--- src/design/atdo_regs.vh ---
// Purpose: Constants for the alert tone detect output block.
// Assumes: 25 MHz system clock, APB with 32-bit data.
// Notes: Times are in microseconds; cycle counts derive from them.
`ifndef ATDO_REGS_VH
`define ATDO_REGS_VH

// ******************************
// Clock and timing
// ******************************
`define ATDO_CLK_MHZ 25
`define ATDO_TICK_US 1
`define ATDO_TICK_CYC (`ATDO_CLK_MHZ * `ATDO_TICK_US)
`define ATDO_PULSE_US 416
`define ATDO_MIN_DETECT_US 20000
`define ATDO_EARLY_US 90000
`define ATDO_OFFHOOK_GAP_US 8000
`define ATDO_OFFHOOK_MAX_US 35000
`define ATDO_ONHOOK_GAP_RST 20'h07530

// ******************************
// Function select codes {c,b}
// ******************************
`define ATDO_FUNC_FSK 2'b00
`define ATDO_FUNC_OFFHOOK 2'b01
`define ATDO_FUNC_ONHOOK 2'b10
`define ATDO_FUNC_PWRDN 2'b11

// ******************************
// Register byte offsets
// ******************************
`define ATDO_OFS_CTRL 12'h000
`define ATDO_OFS_STATUS 12'h004
`define ATDO_OFS_INT_STAT 12'h008
`define ATDO_OFS_INT_MASK 12'h00C
`define ATDO_OFS_ONHOOK_GAP 12'h010
`define ATDO_OFS_DET_COUNT 12'h014

// ******************************
// Fields and reset values
// ******************************
`define ATDO_CTRL_ENABLE 0
`define ATDO_CTRL_EARLY 1
`define ATDO_CTRL_RST 2'h3
`define ATDO_INT_DET 0
`define ATDO_INT_EARLY 1
`define ATDO_INT_MODE 2
`define ATDO_INT_W 3
`define ATDO_INT_RST 3'h0
`define ATDO_TIMER_W 20

`endif

--- src/design/atdo_sync.v ---
// Purpose: Two-stage synchroniser for a group of pin inputs.
// Assumes: Inputs are asynchronous levels.
// Notes: Only the second stage may be read by other logic.
`timescale 1ns/1ps

module atdo_sync #(
    parameter W = 4
) (
    input wire i_clk_sys,
    input wire i_rst_n,
    input wire [W-1:0] i_async,
    output wire [W-1:0] o_sync
);

    reg [W-1:0] meta_r;
    reg [W-1:0] sync_r;

    always @(posedge i_clk_sys or negedge i_rst_n) begin
        if (!i_rst_n) begin
            meta_r <= {W{1'b0}};
            sync_r <= {W{1'b0}};
        end else begin
            meta_r <= i_async;
            sync_r <= meta_r;
        end
    end

    assign o_sync = sync_r;

endmodule // atdo_sync

--- src/design/atdo_top.v ---
// Purpose: Alert tone detect control, timing and shared output pin.
// Assumes: Tone filters give a digital tone-present level per input.
// Notes: Registers on APB, zero wait states, one level interrupt.
`timescale 1ns/1ps
`include "atdo_regs.vh"

module atdo_top #(
    parameter P_PULSE_US = `ATDO_PULSE_US,
    parameter P_MIN_DETECT_US = `ATDO_MIN_DETECT_US,
    parameter P_EARLY_US = `ATDO_EARLY_US,
    parameter P_OFFHOOK_GAP_US = `ATDO_OFFHOOK_GAP_US
) (
    input wire i_clk_sys,
    input wire i_rst_n,
    input wire i_func_select_b,
    input wire i_func_select_c,
    input wire i_line_side_input,
    input wire i_hybrid_side_input,
    input wire i_byte_ready_n,
    input wire i_psel,
    input wire i_penable,
    input wire i_pwrite,
    input wire [11:0] i_paddr,
    input wire [31:0] i_pwdata,
    output reg [31:0] o_prdata,
    output wire o_pready,
    output wire o_pslverr,
    output reg o_shared_ready_detect_pin,
    output reg o_fsk_power_en,
    output reg o_tone_power_en,
    output reg o_line_to_fsk,
    output reg o_line_to_tone,
    output reg o_hybrid_to_tone,
    output wire o_irq
);

    // ******************************
    // Constants
    // ******************************
    localparam [`ATDO_TIMER_W-1:0] PULSE_TICKS =
        P_PULSE_US / `ATDO_TICK_US;
    localparam [`ATDO_TIMER_W-1:0] MIN_TICKS =
        P_MIN_DETECT_US / `ATDO_TICK_US;
    localparam [`ATDO_TIMER_W-1:0] EARLY_TICKS =
        P_EARLY_US / `ATDO_TICK_US;
    localparam [`ATDO_TIMER_W-1:0] OFF_GAP_TICKS =
        P_OFFHOOK_GAP_US / `ATDO_TICK_US;
    localparam [4:0] TICK_LAST = `ATDO_TICK_CYC - 1;

    localparam [4:0] ST_IDLE = 5'b00001;
    localparam [4:0] ST_TONE = 5'b00010;
    localparam [4:0] ST_QUAL = 5'b00100;
    localparam [4:0] ST_GAP = 5'b01000;
    localparam [4:0] ST_PULSE = 5'b10000;

    // ******************************
    // Pin synchronisers
    // ******************************
    wire [3:0] pins_s;

    atdo_sync #(
        .W(4)
    ) u_sync (
        .i_clk_sys(i_clk_sys),
        .i_rst_n(i_rst_n),
        .i_async({i_hybrid_side_input, i_line_side_input,
                  i_func_select_c, i_func_select_b}),
        .o_sync(pins_s)
    );

    wire [1:0] func_sel = pins_s[1:0];
    wire line_s = pins_s[2];
    wire hybrid_s = pins_s[3];

    // ******************************
    // Registers and state
    // ******************************
    reg [1:0] ctrl_r;
    reg [`ATDO_INT_W-1:0] int_stat_r;
    reg [`ATDO_INT_W-1:0] int_mask_r;
    reg [`ATDO_TIMER_W-1:0] onhook_gap_r;
    reg [15:0] det_count_r;
    reg [1:0] func_r;
    reg [4:0] state_r;
    reg [4:0] state_nxt;
    reg [4:0] presc_r;
    reg [`ATDO_TIMER_W-1:0] timer_r;
    reg early_r;
    reg early_nxt;

    function is_tone_func;
        input [1:0] f;
        begin
            is_tone_func = (f == `ATDO_FUNC_OFFHOOK) ||
                           (f == `ATDO_FUNC_ONHOOK);
        end
    endfunction

    wire offhook = (func_r == `ATDO_FUNC_OFFHOOK);
    wire onhook = (func_r == `ATDO_FUNC_ONHOOK);
    wire det_on = ctrl_r[`ATDO_CTRL_ENABLE] && is_tone_func(func_r);
    wire mode_chg = (func_sel != func_r);

    // Only the path of the chosen mode reaches the detector
    wire tone_in = (offhook && hybrid_s) ||
                   (onhook && line_s);

    // Off-hook hangover is fixed below 35 ms, on-hook is software's
    wire [`ATDO_TIMER_W-1:0] gap_limit =
        offhook ? OFF_GAP_TICKS : onhook_gap_r;

    // ******************************
    // Detection sequencer
    // ******************************
    wire restart = (state_nxt != state_r);
    wire tick = (presc_r == TICK_LAST);

    always @* begin
        state_nxt = state_r;
        early_nxt = early_r;
        case (state_r)
            ST_IDLE: begin
                early_nxt = 1'b0;
                if (tone_in) begin
                    state_nxt = ST_TONE;
                end
            end
            ST_TONE: begin
                if (!tone_in) begin
                    state_nxt = ST_IDLE;
                end else if (tick && timer_r >= MIN_TICKS - 1'b1) begin
                    state_nxt = ST_QUAL;
                end
            end
            ST_QUAL: begin
                if (!tone_in) begin
                    state_nxt = ST_GAP;
                end else if (ctrl_r[`ATDO_CTRL_EARLY] && tick &&
                             timer_r >= EARLY_TICKS - 1'b1) begin
                    state_nxt = ST_PULSE;
                    early_nxt = 1'b1;
                end
            end
            ST_GAP: begin
                if (tone_in) begin
                    state_nxt = ST_QUAL;
                end else if (tick && timer_r >= gap_limit) begin
                    state_nxt = ST_PULSE;
                end
            end
            ST_PULSE: begin
                if (tick && timer_r == PULSE_TICKS - 1'b1) begin
                    state_nxt = ST_IDLE;
                end
            end
            default: begin
                state_nxt = ST_IDLE;
            end
        endcase
        if (!det_on || mode_chg) begin
            state_nxt = ST_IDLE;
            early_nxt = 1'b0;
        end
    end

    // Prescaler restarts on every state change, so the pulse is exact
    always @(posedge i_clk_sys or negedge i_rst_n) begin
        if (!i_rst_n) begin
            state_r <= ST_IDLE;
            early_r <= 1'b0;
            presc_r <= 5'h00;
            timer_r <= {`ATDO_TIMER_W{1'b0}};
            func_r <= `ATDO_FUNC_PWRDN;
        end else begin
            state_r <= state_nxt;
            early_r <= early_nxt;
            func_r <= func_sel;
            if (restart || tick) begin
                presc_r <= 5'h00;
            end else begin
                presc_r <= presc_r + 5'h01;
            end
            if (restart) begin
                timer_r <= {`ATDO_TIMER_W{1'b0}};
            end else if (tick && timer_r != {`ATDO_TIMER_W{1'b1}}) begin
                timer_r <= timer_r + 1'b1;
            end
        end
    end

    wire pulse_start = (state_nxt == ST_PULSE) && (state_r != ST_PULSE);

    // ******************************
    // Pin and power outputs
    // ******************************
    always @(posedge i_clk_sys or negedge i_rst_n) begin
        if (!i_rst_n) begin
            o_shared_ready_detect_pin <= 1'b1;
            o_fsk_power_en <= 1'b0;
            o_tone_power_en <= 1'b0;
            o_line_to_fsk <= 1'b0;
            o_line_to_tone <= 1'b0;
            o_hybrid_to_tone <= 1'b0;
        end else begin
            if (is_tone_func(func_r)) begin
                o_shared_ready_detect_pin <=
                    (state_nxt != ST_PULSE);
            end else if (func_r == `ATDO_FUNC_FSK) begin
                o_shared_ready_detect_pin <= i_byte_ready_n;
            end else begin
                o_shared_ready_detect_pin <= 1'b1;
            end
            o_fsk_power_en <= (func_r == `ATDO_FUNC_FSK);
            o_tone_power_en <= is_tone_func(func_r);
            o_line_to_fsk <= (func_r == `ATDO_FUNC_FSK);
            o_line_to_tone <= onhook;
            o_hybrid_to_tone <= offhook;
        end
    end

    // ******************************
    // APB slave
    // ******************************
    wire setup = i_psel && !i_penable;
    wire access = i_psel && i_penable;

    function addr_ok;
        input [11:0] a;
        begin
            addr_ok = (a == `ATDO_OFS_CTRL) || (a == `ATDO_OFS_STATUS) ||
                      (a == `ATDO_OFS_INT_STAT) ||
                      (a == `ATDO_OFS_INT_MASK) ||
                      (a == `ATDO_OFS_ONHOOK_GAP) ||
                      (a == `ATDO_OFS_DET_COUNT);
        end
    endfunction

    // Zero wait states; read data is latched in the setup cycle
    assign o_pready = 1'b1;
    assign o_pslverr = access && !addr_ok(i_paddr);

    wire wr = access && i_pwrite;
    wire [`ATDO_INT_W-1:0] ev = {mode_chg,
                                 pulse_start && early_nxt,
                                 pulse_start};

    always @(posedge i_clk_sys or negedge i_rst_n) begin
        if (!i_rst_n) begin
            o_prdata <= 32'h00000000;
        end else if (setup && !i_pwrite) begin
            case (i_paddr)
                `ATDO_OFS_CTRL: o_prdata <= {30'h0, ctrl_r};
                `ATDO_OFS_STATUS: o_prdata <= {22'h0, early_r, state_r,
                                               tone_in, det_on, func_r};
                `ATDO_OFS_INT_STAT: o_prdata <= {29'h0, int_stat_r};
                `ATDO_OFS_INT_MASK: o_prdata <= {29'h0, int_mask_r};
                `ATDO_OFS_ONHOOK_GAP: o_prdata <= {12'h0, onhook_gap_r};
                `ATDO_OFS_DET_COUNT: o_prdata <= {16'h0, det_count_r};
                default: o_prdata <= 32'h00000000;
            endcase
        end
    end

    always @(posedge i_clk_sys or negedge i_rst_n) begin
        if (!i_rst_n) begin
            ctrl_r <= `ATDO_CTRL_RST;
            int_mask_r <= `ATDO_INT_RST;
            int_stat_r <= `ATDO_INT_RST;
            onhook_gap_r <= `ATDO_ONHOOK_GAP_RST;
            det_count_r <= 16'h0000;
        end else begin
            if (wr && i_paddr == `ATDO_OFS_CTRL) begin
                ctrl_r <= i_pwdata[1:0];
            end
            if (wr && i_paddr == `ATDO_OFS_INT_MASK) begin
                int_mask_r <= i_pwdata[`ATDO_INT_W-1:0];
            end
            if (wr && i_paddr == `ATDO_OFS_ONHOOK_GAP) begin
                onhook_gap_r <= i_pwdata[`ATDO_TIMER_W-1:0];
            end
            // New events win over a write-one clear in the same cycle
            if (wr && i_paddr == `ATDO_OFS_INT_STAT) begin
                int_stat_r <= (int_stat_r & ~i_pwdata[`ATDO_INT_W-1:0]) | ev;
            end else begin
                int_stat_r <= int_stat_r | ev;
            end
            if (wr && i_paddr == `ATDO_OFS_DET_COUNT) begin
                det_count_r <= 16'h0000;
            end else if (pulse_start) begin
                det_count_r <= det_count_r + 16'h0001;
            end
        end
    end

    assign o_irq = |(int_stat_r & int_mask_r);

endmodule // atdo_top

--- config.mk ---
export PLATFORM = sky130hd
export DESIGN_NAME = atdo_top
export DESIGN_NICKNAME = d
export VERILOG_FILES = /design/src/design/atdo_sync.v /design/src/design/atdo_top.v
export VERILOG_INCLUDE_DIRS = /design/src /design/src/design
export SDC_FILE = /design/constraint.sdc
export NUM_CORES = 1
export LEC_CHECK = 0
export BUFFER_PORTS_ARGS = -buffer_cell sky130_fd_sc_hd__clkbuf_2
export CORE_UTILIZATION = 43
export CTS_CLUSTER_DIAMETER = 200
export CTS_CLUSTER_SIZE = 24
export DETAILED_ROUTE_END_ITERATION = 8
export PLACE_DENSITY = 0.62
export REMOVE_ABC_BUFFERS = 1
export SLEW_MARGIN = 5
export SYNTH_ARGS = -nofsm -noshare
export SYNTH_HDL_FRONTEND = slang
export SYNTH_SLANG_ARGS = --single-unit
--- constraint.sdc ---
create_clock -name i_clk_sys -period 4.5 [get_ports i_clk_sys]
set_input_delay 0.9 -clock i_clk_sys [delete_from_list [all_inputs] [get_ports i_clk_sys]]
set_output_delay 0.9 -clock i_clk_sys [all_outputs]
set_load 0.02 [all_outputs]
==> impl_metrics.env <==
export IMPL_status="completed"
export IMPL_nNetsFinal=755
export IMPL_top_layer="met4"
export IMPL_grt_pass1_wl_um=24600
export IMPL_core_sq_mm=0.0139
export IMPL_path_max_fanout=34
export IMPL_yosys_top_cells_area="dfrtp_1, dfstp_2, ha_1, mux2_2, nand2_1"
export IMPL_cts_clk_slew_worst_paths_ns=0.07
export IMPL_dp_hpwl_um=10800
export IMPL_clk_latency_ns=0.36
export IMPL_synthFlopType="dfrtp_1"
export IMPL_ir_drop_mv=0.203
export IMPL_antennaDiodeCount=0
export IMPL_synthesis_area_sq_mm=0.00615
export IMPL_postSynthAreaPerCell_sq_um=9.92
export IMPL_routed_wirelength_um=15000
export IMPL_firstDrtPassIters=5
export IMPL_layout_common_cells="dfrtp_1, clkbuf_2, nand2_1"
export IMPL_cts_buffers=9
export IMPL_skew_ns=0.0113
export IMPL_cts_setup_buffers=0
export IMPL_synth_distinct_cells=64
export IMPL_die_area_sq_mm=0.0148
export IMPL_cts_tree="yes"
export IMPL_fin_tns_setup_ns=0
export IMPL_cts_hold_buffers=0
export IMPL_utilization_pct=49.7
export IMPL_report_final_hold_viol_count=0
export IMPL_cpPeakStageDelay_ns=0.57
export IMPL_clock_path_buffers=2
export IMPL_dpl_instance_area_sq_mm=0.00659
export IMPL_area_growth_pct=12.6
export IMPL_yosys_area_top_type="dfrtp_1"
export IMPL_dp_cells=843
export IMPL_drv_slew=0
export IMPL_dr_wl_met2_um=7180
export IMPL_ant_nets=0
export IMPL_via_count=4959
export IMPL_ys_seq_area_share_pct=45.0
export IMPL_antenna_found_initial=0
export IMPL_avgViaCountPerCell=5.77
export IMPL_slew_limit_headroom_pct=21.2
export IMPL_drv_cap=0
export IMPL_p_leak_nw=3.22
export IMPL_grt_use_total_pct=21.5
export IMPL_root_buffer="clkbuf_16"
export IMPL_n_fill_cell=1309
export IMPL_endpoint_kind="flip-flop"
export IMPL_critPathTopFamily="simple AND/OR/NAND/NOR gates"
export IMPL_drcViolationCount=0
export IMPL_finalCritPeriodShare_pct=82.3
export IMPL_htreeDepth=3
export IMPL_synth_seq_cells=110
export IMPL_rows=43
export IMPL_netlist_instances=620
export IMPL_crit_arrival_ns=3.98
export IMPL_start_util_pct=44.2
export IMPL_wl_met1_um=6850
export IMPL_routed_wl_met3_um=782
export IMPL_gp_congestion=0.870
export IMPL_cp_required_ns=4.78
export IMPL_grt_overflow=0
export IMPL_finalSetupViolCount=0
export IMPL_timing_fmax_ghz=0.270
export IMPL_grt_max_degree=44
export IMPL_die_width_um=122
export IMPL_drtIter0Drc=348
export IMPL_instances_no_fill=859
export IMPL_min_period_ns=3.70
export IMPL_cts_sinks=110
export IMPL_grt_pass1_vias=4907
export IMPL_final_layout_size_suffix_gt1_share_pct=20.5
export IMPL_synth_edf_count=0
export IMPL_final_common_cell="dfrtp_1"
export IMPL_crit_type="flip-flop to flip-flop"
export IMPL_crit_path_cell_trace="inv_1, ha_1, nand2b_1, ha_1, nand4_1, or4_1, o211ai_2, a32oi_2, buf_4, or4_1, a21oi_1"
export IMPL_cp_start_kind="flip-flop"
export IMPL_cts_resized=0
export IMPL_slowest_stage="dfstp_2"
export IMPL_hold_class="flip-flop to flip-flop"
export IMPL_critPathBufInv=2
export IMPL_port_buffers=69
export IMPL_fin_area_sq_mm=0.00693
export IMPL_pre_cts_slack_ns=0.800
export IMPL_ys_warn_count=0
export IMPL_p_per_area_mw_per_mm2=327
export IMPL_setup_ws_ns=0.797
export IMPL_rsz0062_at_grt="no"
export IMPL_dieHeight_um=122
export IMPL_netlist_area_leader_share_pct=39.4
export IMPL_wl_per_cell_um=17.5
export IMPL_worst_pin_slew_ns=1.18
export IMPL_async_reset_ff_share_pct=100
export IMPL_ios=95
[routing by layer]
metal | track usage [%] | up-vias
li1 | - | 2333
met1 | 28.4 | 2461
met5 | 0 | -
met2 | 35.2 | 146
met4 | 6.40 | 0
met3 | 4.63 | 19
[path summary, 6_finish.rpt]
path | endpoint | startpoint | depth (start not counted) | slack [ns]
setup / recovery | det_count_r[11] | func_r[1] | 11 | 0.80
hold / removal | u_sync.o_sync[2] | u_sync.meta_r[2] | 0 | 0.35
setup reg to reg | det_count_r[11] | func_r[1] | 11 | 0.80
hold reg to reg | u_sync.o_sync[2] | u_sync.meta_r[2] | 0 | 0.35
max in group asynchronous | onhook_gap_r[4] | i_rst_n | 2 | 3.01
min in group asynchronous | timer_r[14] | i_rst_n | 1 | 0.52
[synth_stat cells, types with 3 or more instances]
| cell type | count |
|---|---|
| mux2i_1 | 18 |
| o31ai_1 | 20 |
| a211oi_1 | 3 |
| and2_1 | 3 |
| nand3_1 | 25 |
| and3_1 | 10 |
| or4b_1 | 3 |
| nor4_1 | 4 |
| nand2_1 | 55 |
| nand2b_1 | 15 |
| o21ai_0 | 19 |
| a221o_1 | 7 |
| buf_2 | 6 |
| a31oi_1 | 3 |
| xor2_1 | 19 |
| nand4_1 | 12 |
| o31a_1 | 4 |
| buf_4 | 15 |
| xnor2_1 | 5 |
| nor2_1 | 52 |
| clkbuf_1 | 21 |
| nor3_1 | 16 |
| nor2b_1 | 6 |
| and4_1 | 9 |
| or3_1 | 7 |
| a21oi_1 | 32 |
| dfrtp_1 | 97 |
| ha_1 | 27 |
| mux2_2 | 24 |
| or4_1 | 14 |
| dfstp_2 | 13 |
| inv_1 | 14 |
[final cells by class]
cell class | count | area [sq um] | area share, %
Multi-Input combinational cell | 462 | 3130 | 45.2
Sequential cell | 110 | 2770 | 39.9
Timing Repair Buffer | 77 | 408 | 5.88
Clock buffer | 10 | 229 | 3.30
Tap cell | 180 | 225 | 3.25
Clock inverter | 6 | 118 | 1.70
Inverter | 14 | 52.6 | 0.758
[power breakdown]
group	switching [mW]	internal (mW)	total, mW
clock	0.379	0.551	0.929
combinational	0.151	0.108	0.259
sequential	0.0471	1.03	1.08
total	0.576	1.69	2.27
[stage by stage]
stage / power, mW / hold slack (ns)
after global placement: 1.35 / 0.333
after floorplan: 1.26 / 0.331
after CTS: 2.30 / 0.356
after detailed placement: 1.36 / 0.340
after global routing: 2.38 / 0.366
final: 2.27 / 0.353
[flip-flops by register name, summed over array words and instances (netlist names)]
name,count
o_prdata,20
onhook_gap_r,20
timer_r,20
det_count_r,16
presc_r,5
state_r,5
u_sync.meta_r,4
u_sync.o_sync,4
int_mask_r,3
int_stat_r,3
ctrl_r,2
func_r,2
early_r,1
o_hybrid_to_tone,1
o_line_to_fsk,1
o_line_to_tone,1
o_shared_ready_detect_pin,1
o_tone_power_en,1
[kinds of logic (layout without fill, tap and decap cells)]
kind of cell	after synthesis	count (layout)	share of synthesized area [%]
fa+ha+maj	27	27	5.49
flops	110	110	45.0
compound gates	113	113	12.8
other cells	2	13	0.122
xor+xnor	24	24	3.42
buf+inv	59	107	4.88
simple gates	243	243	21.0
mux	42	42	7.32
(Power assumes the default switching activity.)
